`config.mk`:
```
export PLATFORM = sky130hd
export DESIGN_NAME = dpl_link_manager
export DESIGN_NICKNAME = d
export VERILOG_FILES = /design/src/dpl_pkg.sv /design/src/dpl_tmr_if.sv /design/src/dpl_link_manager.sv /design/src/dpl_interval_timer.sv
export SDC_FILE = /design/constraint.sdc
export NUM_CORES = 1
export LEC_CHECK = 0
export ABC_AREA = 1
export BUFFER_PORTS_ARGS = -buffer_cell sky130_fd_sc_hd__clkbuf_2
export CAP_MARGIN = 20
export CORE_AREA = 4 4 152 154
export DETAILED_ROUTE_END_ITERATION = 12
export DIE_AREA = 0 0 156 158
export PLACE_DENSITY = 0.66
export SLEW_MARGIN = 10
export SYNTH_ARGS = -nofsm -noshare
export SYNTH_HDL_FRONTEND = slang
export SYNTH_SLANG_ARGS = --single-unit
```
`constraint.sdc`:
```
create_clock -name clk_in -period 3.1 [get_ports clk_in]
set_clock_uncertainty 0.15 [all_clocks]
set_input_delay 0.62 -clock clk_in [delete_from_list [all_inputs] [get_ports clk_in]]
set_output_delay 0.62 -clock clk_in [all_outputs]
set_load 0.05 [all_outputs]
```
`src/dpl_pkg.sv`:
```
// dpl_pkg: constants shared by the dynamic-poll link manager files
// assumes a 125 MHz system clock and a 32-bit APB register port
package dpl_pkg;
  // ----------------------------------------------------------------
  // clock and time base
  // ----------------------------------------------------------------
  localparam int unsigned CLK_MHZ = 125;
  localparam int unsigned UNIT_MS = 10;
  localparam int unsigned UNIT_CYCLES = UNIT_MS * 1000 * CLK_MHZ;
  localparam int unsigned TMR_W = 20;
  localparam int unsigned LAT_DEF_MS = 100;
  localparam logic [7:0] LAT_DEF = 8'(LAT_DEF_MS / UNIT_MS);
  localparam logic [4:0] MANT_BASE = 5'h10;
  localparam logic [2:0] RETRY_SAT = 3'h7;

  // ----------------------------------------------------------------
  // register offsets
  // ----------------------------------------------------------------
  localparam logic [7:0] OFS_CTRL = 8'h00;
  localparam logic [7:0] OFS_LAT = 8'h04;
  localparam logic [7:0] OFS_PARAM = 8'h08;
  localparam logic [7:0] OFS_STAT = 8'h0c;

  // ----------------------------------------------------------------
  // field positions and reset values
  // ----------------------------------------------------------------
  localparam int unsigned CTRL_DYN_BIT = 0;
  localparam int unsigned CTRL_MASTER_BIT = 1;
  localparam logic CTRL_DYN_RST = 1'b1;
  localparam logic CTRL_MASTER_RST = 1'b1;
  localparam int unsigned PRM_DROP_LSB = 0;
  localparam int unsigned PRM_TEST_LSB = 8;
  localparam int unsigned PRM_RETRY_LSB = 16;
  localparam int unsigned PRM_SKIP_LSB = 20;
  localparam logic [7:0] DROP_RST = 8'h80;
  localparam logic [7:0] TEST_RST = 8'h60;
  localparam logic [2:0] RETRY_RST = 3'h3;
  localparam logic [2:0] SKIP_RST = 3'h2;

  // ----------------------------------------------------------------
  // link state, gray along active -> drop request -> dropped -> wake
  // ----------------------------------------------------------------
  typedef enum logic [1:0] {
    ST_ACTIVE = 2'h0,
    ST_DROP_REQ = 2'h1,
    ST_DROPPED = 2'h3,
    ST_WAKE = 2'h2
  } dpl_state_t;
endpackage

```
`src/dpl_tmr_if.sv`:
```
// dpl_tmr_if: control and result of one log-scale interval timer
// assumes the owner drives all controls from the system clock domain
`timescale 1ns/1ps
interface dpl_tmr_if;
  logic restart;
  logic run;
  logic tick;
  logic [7:0] code;
  logic expired;
  modport ctl (output restart, output run, output tick, output code, input expired);
  modport tmr (input restart, input run, input tick, input code, output expired);
endinterface // dpl_tmr_if

```
`src/dpl_link_manager.sv`:
```
// dpl_link_manager: dynamic-poll link management for one radio circuit
// assumes link events arrive as one-cycle pulses synchronous to clk_in
`timescale 1ns/1ps
module dpl_link_manager #(
  parameter int unsigned TICK_CYCLES = dpl_pkg::UNIT_CYCLES
) (
  // clock and reset
  input wire logic clk_in,
  input wire logic sys_rst_in,
  // apb register port
  input wire logic psel_in,
  input wire logic penable_in,
  input wire logic pwrite_in,
  input wire logic [7:0] paddr_in,
  input wire logic [31:0] pwdata_in,
  output logic [31:0] prdata_out,
  output logic pready_out,
  output logic pslverr_out,
  // link events from the radio side
  input wire logic link_activity_in,
  input wire logic poll_cycle_in,
  input wire logic tx_attempt_in,
  input wire logic tx_ack_in,
  input wire logic special_ack_in,
  input wire logic upload_pending_in,
  // link actions toward the radio side
  output logic poll_out,
  output logic retx_allow_out,
  output logic special_req_out,
  output logic drop_req_out,
  output logic wake_out,
  output logic test_out,
  output logic circuit_active_out,
  output logic dynamic_poll_protocol_out
);
  // ----------------------------------------------------------------
  // registers and internal state
  // ----------------------------------------------------------------
  logic dyn_q;
  logic master_q;
  logic [7:0] lat_q;
  logic [7:0] drop_code_q;
  logic [7:0] test_code_q;
  logic [2:0] retry_lim_q;
  logic [2:0] skip_q;
  logic [23:0] tick_cnt_q;
  logic tick_q;
  dpl_pkg::dpl_state_t st_q;
  logic [2:0] retry_cnt_q;
  logic grant_q;
  logic [7:0] lat_cnt_q;
  logic [6:0] cyc_q;
  logic [2:0] skip_n;
  logic [6:0] skip_mask;
  logic over_lim;
  logic wr_en;
  logic rd_setup;
  logic addr_ok;
  logic [31:0] rd_data;

  dpl_tmr_if drop_t ();
  dpl_tmr_if test_t ();

  // ----------------------------------------------------------------
  // apb slave: no wait states, read data captured in setup
  // ----------------------------------------------------------------
  assign rd_setup = psel_in && !penable_in;
  assign wr_en = psel_in && penable_in && pready_out && pwrite_in && addr_ok;
  assign addr_ok = (paddr_in == dpl_pkg::OFS_CTRL) || (paddr_in == dpl_pkg::OFS_LAT) ||
                   (paddr_in == dpl_pkg::OFS_PARAM) || (paddr_in == dpl_pkg::OFS_STAT);

  always_comb begin
    rd_data = 32'h0;
    case (paddr_in)
      dpl_pkg::OFS_CTRL: begin
        rd_data[dpl_pkg::CTRL_DYN_BIT] = dyn_q;
        rd_data[dpl_pkg::CTRL_MASTER_BIT] = master_q;
      end
      dpl_pkg::OFS_LAT: begin
        rd_data[7:0] = lat_q;
      end
      dpl_pkg::OFS_PARAM: begin
        rd_data[dpl_pkg::PRM_DROP_LSB +: 8] = drop_code_q;
        rd_data[dpl_pkg::PRM_TEST_LSB +: 8] = test_code_q;
        rd_data[dpl_pkg::PRM_RETRY_LSB +: 3] = retry_lim_q;
        rd_data[dpl_pkg::PRM_SKIP_LSB +: 3] = skip_q;
      end
      dpl_pkg::OFS_STAT: begin
        rd_data = {19'h0, skip_n, grant_q, retry_cnt_q, 2'(st_q), 1'b0, drop_t.expired,
                   test_t.expired, circuit_active_out};
      end
      default: begin
        rd_data = 32'h0;
      end
    endcase
  end

  always_ff @(posedge clk_in) begin
    if (sys_rst_in) begin
      pready_out <= 1'b0;
      prdata_out <= 32'h0;
      pslverr_out <= 1'b0;
    end else begin
      pready_out <= rd_setup;
      // error flag stands only alongside the answer
      pslverr_out <= rd_setup && !addr_ok;
      if (rd_setup) begin
        prdata_out <= rd_data;
      end
    end
  end

  always_ff @(posedge clk_in) begin
    if (sys_rst_in) begin
      dyn_q <= dpl_pkg::CTRL_DYN_RST;
      master_q <= dpl_pkg::CTRL_MASTER_RST;
      lat_q <= dpl_pkg::LAT_DEF;
      drop_code_q <= dpl_pkg::DROP_RST;
      test_code_q <= dpl_pkg::TEST_RST;
      retry_lim_q <= dpl_pkg::RETRY_RST;
      skip_q <= dpl_pkg::SKIP_RST;
    end else if (wr_en) begin
      case (paddr_in)
        dpl_pkg::OFS_CTRL: begin
          dyn_q <= pwdata_in[dpl_pkg::CTRL_DYN_BIT];
          master_q <= pwdata_in[dpl_pkg::CTRL_MASTER_BIT];
        end
        dpl_pkg::OFS_LAT: begin
          lat_q <= pwdata_in[7:0];
        end
        dpl_pkg::OFS_PARAM: begin
          drop_code_q <= pwdata_in[dpl_pkg::PRM_DROP_LSB +: 8];
          test_code_q <= pwdata_in[dpl_pkg::PRM_TEST_LSB +: 8];
          retry_lim_q <= pwdata_in[dpl_pkg::PRM_RETRY_LSB +: 3];
          skip_q <= pwdata_in[dpl_pkg::PRM_SKIP_LSB +: 3];
        end
        default: begin
        end
      endcase
    end
  end

  assign dynamic_poll_protocol_out = dyn_q;

  // ----------------------------------------------------------------
  // 10 ms time base
  // ----------------------------------------------------------------
  always_ff @(posedge clk_in) begin
    if (sys_rst_in) begin
      tick_cnt_q <= 24'h0;
      tick_q <= 1'b0;
    end else if (tick_cnt_q == 24'(TICK_CYCLES - 1)) begin
      tick_cnt_q <= 24'h0;
      tick_q <= 1'b1;
    end else begin
      tick_cnt_q <= tick_cnt_q + 24'h1;
      tick_q <= 1'b0;
    end
  end

  // ----------------------------------------------------------------
  // retry counting and special request
  // ----------------------------------------------------------------
  assign over_lim = retry_cnt_q >= retry_lim_q;

  always_ff @(posedge clk_in) begin
    if (sys_rst_in || !dyn_q || tx_ack_in) begin
      retry_cnt_q <= 3'h0;
    end else if (tx_attempt_in && retry_cnt_q != dpl_pkg::RETRY_SAT) begin
      retry_cnt_q <= retry_cnt_q + 3'h1;
    end
  end

  // a granted special request allows exactly one more send
  always_ff @(posedge clk_in) begin
    if (sys_rst_in || !dyn_q || tx_ack_in) begin
      grant_q <= 1'b0;
    end else if (special_ack_in) begin
      grant_q <= 1'b1;
    end else if (tx_attempt_in) begin
      grant_q <= 1'b0;
    end
  end

  always_ff @(posedge clk_in) begin
    if (sys_rst_in) begin
      retx_allow_out <= 1'b1;
      special_req_out <= 1'b0;
    end else begin
      retx_allow_out <= !dyn_q || !over_lim || grant_q;
      special_req_out <= dyn_q && over_lim && !grant_q && tx_attempt_in;
    end
  end

  // ----------------------------------------------------------------
  // poll skipping on the master
  // ----------------------------------------------------------------
  always_comb begin
    skip_n = 3'h0;
    if (retry_cnt_q > retry_lim_q) begin
      skip_n = retry_cnt_q - retry_lim_q;
    end
    if (skip_n > skip_q) begin
      skip_n = skip_q;
    end
    skip_mask = 7'((8'h1 << skip_n) - 8'h1);
  end

  always_ff @(posedge clk_in) begin
    if (sys_rst_in) begin
      cyc_q <= 7'h0;
      poll_out <= 1'b0;
    end else begin
      poll_out <= 1'b0;
      if (poll_cycle_in && master_q && circuit_active_out) begin
        cyc_q <= cyc_q + 7'h1;
        poll_out <= !dyn_q || ((cyc_q & skip_mask) == 7'h0);
      end
    end
  end

  // ----------------------------------------------------------------
  // drop and test timers
  // ----------------------------------------------------------------
  assign drop_t.tick = tick_q;
  assign drop_t.code = drop_code_q;
  assign drop_t.run = dyn_q && (st_q == dpl_pkg::ST_ACTIVE);
  // master clock starts only once no retries are in flight or the limit is reached
  assign drop_t.restart = link_activity_in ||
                          (master_q && retry_cnt_q != 3'h0 && !over_lim);

  assign test_t.tick = tick_q;
  assign test_t.code = test_code_q;
  assign test_t.run = dyn_q && !master_q && (st_q != dpl_pkg::ST_ACTIVE);
  assign test_t.restart = test_out || link_activity_in || master_q;

  dpl_interval_timer u_drop_tmr (
    .clk_in(clk_in),
    .sys_rst_in(sys_rst_in),
    .t(drop_t.tmr)
  );

  dpl_interval_timer u_test_tmr (
    .clk_in(clk_in),
    .sys_rst_in(sys_rst_in),
    .t(test_t.tmr)
  );

  // ----------------------------------------------------------------
  // link state
  // ----------------------------------------------------------------
  always_ff @(posedge clk_in) begin
    if (sys_rst_in || !dyn_q) begin
      st_q <= dpl_pkg::ST_ACTIVE;
    end else begin
      case (st_q)
        dpl_pkg::ST_ACTIVE: begin
          if (drop_t.expired) begin
            st_q <= master_q ? dpl_pkg::ST_DROPPED : dpl_pkg::ST_DROP_REQ;
          end
        end
        dpl_pkg::ST_DROP_REQ: begin
          st_q <= dpl_pkg::ST_DROPPED;
        end
        dpl_pkg::ST_DROPPED: begin
          if (link_activity_in) begin
            st_q <= dpl_pkg::ST_ACTIVE;
          end else if (!master_q && upload_pending_in) begin
            st_q <= dpl_pkg::ST_WAKE;
          end
        end
        dpl_pkg::ST_WAKE: begin
          if (link_activity_in) begin
            st_q <= dpl_pkg::ST_ACTIVE;
          end else if (!upload_pending_in) begin
            st_q <= dpl_pkg::ST_DROPPED;
          end
        end
        default: begin
          st_q <= dpl_pkg::ST_ACTIVE;
        end
      endcase
    end
  end

  // ----------------------------------------------------------------
  // remote signalling: drop request, paced wake, link test
  // ----------------------------------------------------------------
  always_ff @(posedge clk_in) begin
    if (sys_rst_in || st_q != dpl_pkg::ST_WAKE) begin
      lat_cnt_q <= 8'h0;
    end else if (lat_cnt_q == 8'h0) begin
      if (!wake_out) begin
        lat_cnt_q <= lat_q;
      end
    end else if (tick_q) begin
      lat_cnt_q <= lat_cnt_q - 8'h1;
    end
  end

  always_ff @(posedge clk_in) begin
    if (sys_rst_in) begin
      drop_req_out <= 1'b0;
      wake_out <= 1'b0;
      test_out <= 1'b0;
      circuit_active_out <= 1'b1;
    end else begin
      drop_req_out <= dyn_q && !master_q && (st_q == dpl_pkg::ST_DROP_REQ);
      // one wake pulse per latency period while waiting for the master
      wake_out <= dyn_q && (st_q == dpl_pkg::ST_WAKE) && lat_cnt_q == 8'h0 && !wake_out;
      test_out <= dyn_q && test_t.expired && !test_out;
      // only real traffic, the drop timer and clearing dynamic mode change status, never a test result
      circuit_active_out <= !dyn_q || st_q == dpl_pkg::ST_ACTIVE;
    end
  end
endmodule // dpl_link_manager

```
`src/dpl_interval_timer.sv`:
```
// dpl_interval_timer: counts 10 ms ticks up to a time decoded from an 8-bit code
// assumes tick is a one-cycle pulse and restart is synchronous
`timescale 1ns/1ps
module dpl_interval_timer (
  // clock and reset
  input wire logic clk_in,
  input wire logic sys_rst_in,
  // control and result
  dpl_tmr_if.tmr t
);
  logic [dpl_pkg::TMR_W-1:0] cnt_q;
  logic [dpl_pkg::TMR_W-1:0] limit;
  logic exp_q;

  // ----------------------------------------------------------------
  // code to tick count: (16 + mantissa) << exponent
  // ----------------------------------------------------------------
  always_comb begin
    limit = dpl_pkg::TMR_W'(dpl_pkg::MANT_BASE + 5'(t.code[3:0])) << t.code[7:4];
  end

  always_ff @(posedge clk_in) begin
    if (sys_rst_in || t.restart) begin
      cnt_q <= '0;
      exp_q <= 1'b0;
    end else if (t.run && t.tick && !exp_q) begin
      if (cnt_q == limit - dpl_pkg::TMR_W'(1)) begin
        exp_q <= 1'b1;
      end else begin
        cnt_q <= cnt_q + dpl_pkg::TMR_W'(1);
      end
    end
  end

  assign t.expired = exp_q;
endmodule // dpl_interval_timer

```
Yosys cells after proc, flatten, opt, wreduce, memory -nomap -nowiden --
Index checks and enable logic that the tools add are counted.
Word-level totals: bits in registers 151, input bits 51
Operators by class: add/subtract/negate cells 12, order comparisons 3, equal/unequal tests 15, shift operators 3, multiplexer cells 19, bitwise operators 4, reduce and logical (&&, ||, !) cells 72
Operator list (count):
- $add A20 B1 Y20 const B | 2
- $eq A20 B20 Y1 | 2
- $shl A20 B4 Y20 | 2
- $sub A20 B1 Y20 const B | 2
- $logic_and A1 B1 Y1 | 28
- $add A24 B1 Y24 const B | 1
- $eq A24 B21 Y1 const B | 1
- $mux W8 | 3
- $pmux W11 S2 | 1
- $pmux W6 S3 | 1
- $eq A8 B4 Y1 const B | 2
- $logic_not A8 Y1 | 2
- $pmux W2 S4 | 2
- $reduce_and A2 Y1 | 8
- $logic_or A1 B1 Y1 | 15
- $add A5 B4 Y6 const A | 2
- $mux W2 | 6
- $logic_not A1 Y1 | 10
- $mux W3 | 3
- $ne A3 B3 Y1 const B | 3
- $eq A8 B3 Y1 const B | 1
- $sub A8 B1 Y8 const B | 1
- $add A7 B1 Y7 const B | 1
- $and A7 B7 Y7 | 1
- other kinds (18) | 28

Depth between registers and ports, before layout --
depth after elaboration 9, gate-level depth with buffers 23, gate-level depth less buffers 22

Hierarchy --
From an unflattened synthesis, not the netlist that was laid out.
Second synthesis, totals: cells, all modules 1568, area, all modules 10318.6 um^2
By module, submodules not included:
- dpl_interval_timer | times used 2, cells each 441, area each 2623.8 um^2, seq. area each 420.4 um^2
- dpl_link_manager | times used 1, cells each 686, area each 5071.1 um^2, seq. area each 2182.1 um^2

Worst setup path after synthesis --
Ideal clock, no wire load.
kind register -> register, start register retry_cnt_q[0], end register poll_out, library setup time 0.073 ns, arrival 2.411 ns, path slack 0.466 ns, stages on the path, launching flop included 18, path buffers 0, clock period less this slack 2.634 ns, path through dfxtp_1 inv_1 ha_1 fa_1 or2_2 nand2_1 nand3_1 nand2_1 nand2_1 o211ai_1 nand3_1 nand2_1 inv_1 o21ai_0 nand3_1 nand2_1 nand3_1 a21oi_1
Between the ends: cells in the longest elaborated chain, start to end 9
RTL lines:
- from (decl) | line dpl_link_manager.sv:49 | logic [2:0] retry_cnt_q;
- from (signal assigned) | line dpl_link_manager.sv:170 | retry_cnt_q <= retry_cnt_q + 3'h1;
- $sub A3 B3 Y3 or $gt A3 B3 Y1 (tied branches) | line dpl_link_manager.sv:201, dpl_link_manager.sv:200
- $mux W3 * | line dpl_link_manager.sv:200 | if (retry_cnt_q > retry_lim_q) begin
- $gt A3 B3 Y1 | line dpl_link_manager.sv:203 | if (skip_n > skip_q) begin
- $mux W3 * | line dpl_link_manager.sv:203
- $shl A1 B3 Y7 * | line dpl_link_manager.sv:206 | skip_mask = 7'((8'h1 << skip_n) - 8'h1);
- $sub A7 B1 Y7 * | line dpl_link_manager.sv:206
- $and A7 B7 Y7 * | line dpl_link_manager.sv:217 | poll_out <= !dyn_q || ((cyc_q & skip_mask) == 7'h0);
- $logic_not A7 Y1 * | line dpl_link_manager.sv:217
- $logic_or A1 B1 Y1 * | line dpl_link_manager.sv:217
- to (signal assigned) | line dpl_link_manager.sv:217
- to (decl) | line dpl_link_manager.sv:27 | output logic poll_out,
Every way passes the cells marked *; elsewhere a longest branch is shown, timed or not. A chain may end at the register's enable or synchronous reset.

Worst setup path after layout --
start register test_code_q[4], end register u_test_tmr.cnt_q[13] (netlist name)
Between the ends: cells in the longest elaborated chain, start to end 5
RTL lines:
- from (decl) | line dpl_link_manager.sv:43 | logic [7:0] test_code_q;
- from (signal assigned) | line dpl_link_manager.sv:119 | test_code_q <= dpl_pkg::TEST_RST;
- from (signal assigned) | line dpl_link_manager.sv:133 | test_code_q <= pwdata_in[dpl_pkg::PRM_TEST_LSB +: 8];
- $shl A20 B4 Y20 | line dpl_interval_timer.sv:19 | limit = dpl_pkg::TMR_W'(dpl_pkg::MANT_BASE + 5'(t.code[3:0])) << t.code[7:4];
- $sub A20 B1 Y20 | line dpl_interval_timer.sv:27 | if (cnt_q == limit - dpl_pkg::TMR_W'(1)) begin
- $eq A20 B20 Y1 | line dpl_interval_timer.sv:27
- $not A1 Y1 (no line)
- $reduce_and A2 Y1 (no line)
- to (signal assigned) | line dpl_interval_timer.sv:30 | cnt_q <= cnt_q + dpl_pkg::TMR_W'(1);
- to (decl) | line dpl_interval_timer.sv:11 | logic [dpl_pkg::TMR_W-1:0] cnt_q;
Every way passes these cells.

==> run_results.csv <==
group,metric,value,unit
outcome,status,"finished, final reports clean",
timing,setup_viol,0,
floorplanning,io_pins,93,
cts,clk_path_buf_depth,2,
final_layout,drive_gt1_frac,0.1650,
drt,drcViolationCount,0,
cts,cts.htree.levels,4,
critical_path,required,3.23,ns
drt,vias,10120,
critical_path,cp_slowest_stage_delay,0.33,ns
power_and_ir_drop,power.density,388.3,nW/um^2
placed_design,dpl-instance-area,10710,um^2
power_and_ir_drop,ir_drop,0.3061,mV
floorplanning,dieWidth,156,um
placed_design,hpwlAfterDp,21230,um
run,max-cap-violations,0,
logic_synthesis,synthCells,1545,
placed_design,routabilityCongestion,0.9454,
grt,grt_pass1_wl,46030,um
final_layout,fin_util,0.5263,
timing,fin_tns_setup,0,ns
logic_synthesis,syn_area_per_cell,6.505,um^2
cts,cts_tree,"built",
cts,clock_sinks,151,
critical_path,crit_type,"reg2reg",
logic_synthesis,synth_edf_count,0,
grt,grt-ovfl-total,0,
grt,grt_max_degree,48,
floorplanning,core_area,21690,um^2
drt,drtPass1Iterations,5,
logic_synthesis,synth.ff_latch_count,151,
power_and_ir_drop,power_leakage,0.004692,uW
placed_design,port_buffers,72,
timing,fin_crit,2.902,ns
drt,final_antenna_net_count,0,
floorplanning,start_util,0.4634,
drt,viasPerCell,5.298,
logic_synthesis,yosys.area.top_type,"dfxtp_1",
critical_path,path_cells,"inv_2 > nand2_1 > nand2_1 > nand2_2 > nor2_4 > nand2_2 > ha_2 > xnor2_1 > xor2_1 > nor3_1 > nand2_1 > inv_1 > nand2_1 > nor2_1 > nand3_1 > nor2_2 > nand2_4 > buf_8 > nand3_1 > a21oi_2",
placed_design,dp_cells,1873,
logic_synthesis,synthDistinctLibCells,44,
floorplanning,num_rows,54,
critical_path,setup.worst_path.start_class,"flip-flop",
logic_synthesis,synth_top_area_share,0.3008,
final_layout,finalInstanceArea,11410,um^2
critical_path,crit_fanout,20,
grt,grt_usage,0.2276,
logic_synthesis,netlist_area,10050,um^2
final_layout,antenna_cells,0,
logic_synthesis,ys_warn_count,0,
floorplanning,die_h,158,um
logic_synthesis,ys_top_cells_by_area,"dfxtp_1 30%, nand2_1 14%, nand3_1 7.5%, inv_1 6.2%, xor2_1 5.3%",
timing,hold_ws,0.2549,ns
timing,slew_violations,0,
grt,grt_pass1_vias,9549,
cts,path_clk_slew,0.07,ns
final_layout,layout.nets,1685,
drt,dr.first_iter.drc_count,642,
final_layout,fillCellCount,2214,
cts,holdBufCountCts,0,
drt,totalWireLength,27800,um
logic_synthesis,synthArstFlopShare,0,
final_layout,final_cells,1910,
timing,fmax,344.6,MHz
drt,wire_per_inst,14.55,um
critical_path,cp-end-kind,"flip-flop",
timing,min_period_over_period,0.9362,
floorplanning,die_area,24650,um^2
cts,cts_made_buffers,17,
cts,clk_latency,0.44,ns
critical_path,critPathArrivalTime,3.03,ns
timing,worst_pin_slew,0.9958,ns
grt,antenna_found_initial,0,
hold_path,hold_class,"in2reg",
logic_synthesis,synth_flop_cell,"dfxtp_1",
logic_synthesis,seq_area_frac_synth,0.3008,
critical_path,crit_top_cell,"nand2_1",
critical_path,crit_slowest_cell,"dfxtp_1",
timing,max_slew_margin,0.3306,
final_layout,area_growth,13.58,%
timing,hold_viol,0,
cts,cts_root_buffer,"clkbuf_16",
==> cells by family after synthesis <==
| kind of cell | Yosys count | share of synthesized area |
|---|---|---|
| fa+ha+maj | 17 | 0.02191 |
| flops | 151 | 0.3008 |
| other cells | 1 | 0.0003731 |
| buf+inv | 253 | 0.1068 |
| xor+xnor | 69 | 0.06013 |
| compound gates | 225 | 0.1279 |
| simple gates | 829 | 0.3821 |
==> report_power, final <==
part,internal (uW),switching (uW)
combinational,102,266
clock,1150,920
sequential,1970,20.6
==> critical path: cells and delay by family, from the launching register on <==
family	cells	cell delay, ns
DFF	1	0.33
buffers and inverters	3	0.35
adders and majority gates	1	0.21
xor gates and xnor gates	2	0.29
AOI/OAI and AO/OA	1	0.06
and+or+nand+nor	13	1.35
==> path summary, 6_finish.rpt <==
check                  from                   end  slack, ns  cells after the start
min          special_ack_in               grant_q       0.25                      3
max          test_code_q[4]  u_test_tmr.cnt_q[13]       0.20                     20
max reg2reg  test_code_q[4]  u_test_tmr.cnt_q[13]       0.20                     20
min reg2reg   tick_cnt_q[0]         tick_cnt_q[0]       0.30                      1
==> metrics by stage <==
| stage | total power [uW] | setup WS [ns] |
|---|---|---|
| after floorplan | 2302 | 0.4659 |
| after global placement | 2395 | 0.07503 |
| after detailed placement | 2399 | 0.06972 |
| after CTS | 4470 | 0.03967 |
| after global routing | 4609 | -0.01334 |
| final | 4433 | 0.1977 |
==> synthesized netlist by cell type (6+ instances only) <==
cell	number
a21oi_2	19
nor3_1	38
ha_1	16
nor2_1	135
clkbuf_1	33
nor3b_1	8
a21oi_1	93
xor2_1	61
nand3_1	150
buf_4	13
o211ai_1	8
nor2_2	6
o22ai_1	8
nand3_2	13
buf_2	12
dfxtp_1	151
nand2_2	31
inv_2	17
buf_6	8
nand4_1	44
xnor2_1	8
nor4_1	16
nand2_1	366
o21ai_0	71
a211oi_1	11
inv_1	167
==> routing by layer <==
layer | vias up | track usage | share of wire
met1 | 4680 | 0.2970 | 0.46
li1 | 5192 | - | -
met5 | - | 0 | 0
met3 | 44 | 0.04183 | 0.040
met2 | 204 | 0.3839 | 0.47
met4 | 0 | 0.06878 | 0.023
==> sequential cells by signal, summed over array words and instances (netlist names), 2 cells and up <==
signal and cells:
skip_q 3, lat_q 8, u_test_tmr.cnt_q 20, prdata_out 22, cyc_q 7, u_drop_tmr.cnt_q 20
st_q 2, drop_code_q 8, retry_lim_q 3, test_code_q 8, retry_cnt_q 3, lat_cnt_q 8
tick_cnt_q 24
==> placed cells by master, fill, tap and decap left out, types with 4 or more instances in the layout <==
cell	synthesis	final
nand4_2	4	4
nand4_1	44	44
conb_1	1	10
buf_4	13	34
inv_1	167	166
o21ai_0	71	71
nor2_2	6	8
xnor2_1	8	8
nor3_1	38	37
nand3_1	150	148
nand3_2	13	15
nand2_1	366	362
o21ai_1	5	5
inv_2	17	18
inv_6	0	5
o22ai_1	8	8
nand2_2	31	33
clkbuf_2	0	72
clkbuf_16	0	17
a21oi_2	19	21
or2_2	5	5
nor2_4	3	6
o21bai_1	4	4
ha_1	16	14
dfxtp_1	151	148
o211ai_1	8	8
a211oi_1	11	11
nor4_1	16	14
nand3b_1	5	5
a21oi_1	93	91
xor2_1	61	61
nor2_1	135	130
nor3b_1	8	8
==> cell type report <==
| class | count | area [um^2] | area share |
|---|---|---|---|
| inverters | 186 | 698.2 | 0.06116 |
| well taps | 280 | 350.3 | 0.03069 |
| multi-input cells | 1151 | 6088 | 0.5334 |
| clock buffers | 19 | 442.9 | 0.03880 |
| flip-flops and latches | 151 | 3027 | 0.2652 |
| clock inverters | 13 | 135.1 | 0.01184 |
| repair buffers | 110 | 673.1 | 0.05897 |
==> timing repair <==
| item | in CTS | in global routing |
|---|---|---|
| hold endpoints to repair | 0 | 0 |
| gates resized for setup | 0 | 29 |
| buffers inserted | 0 | 4 |
| endpoints found under the setup margin | 0 | 41 |
Power figures use the tool's default switching activity.
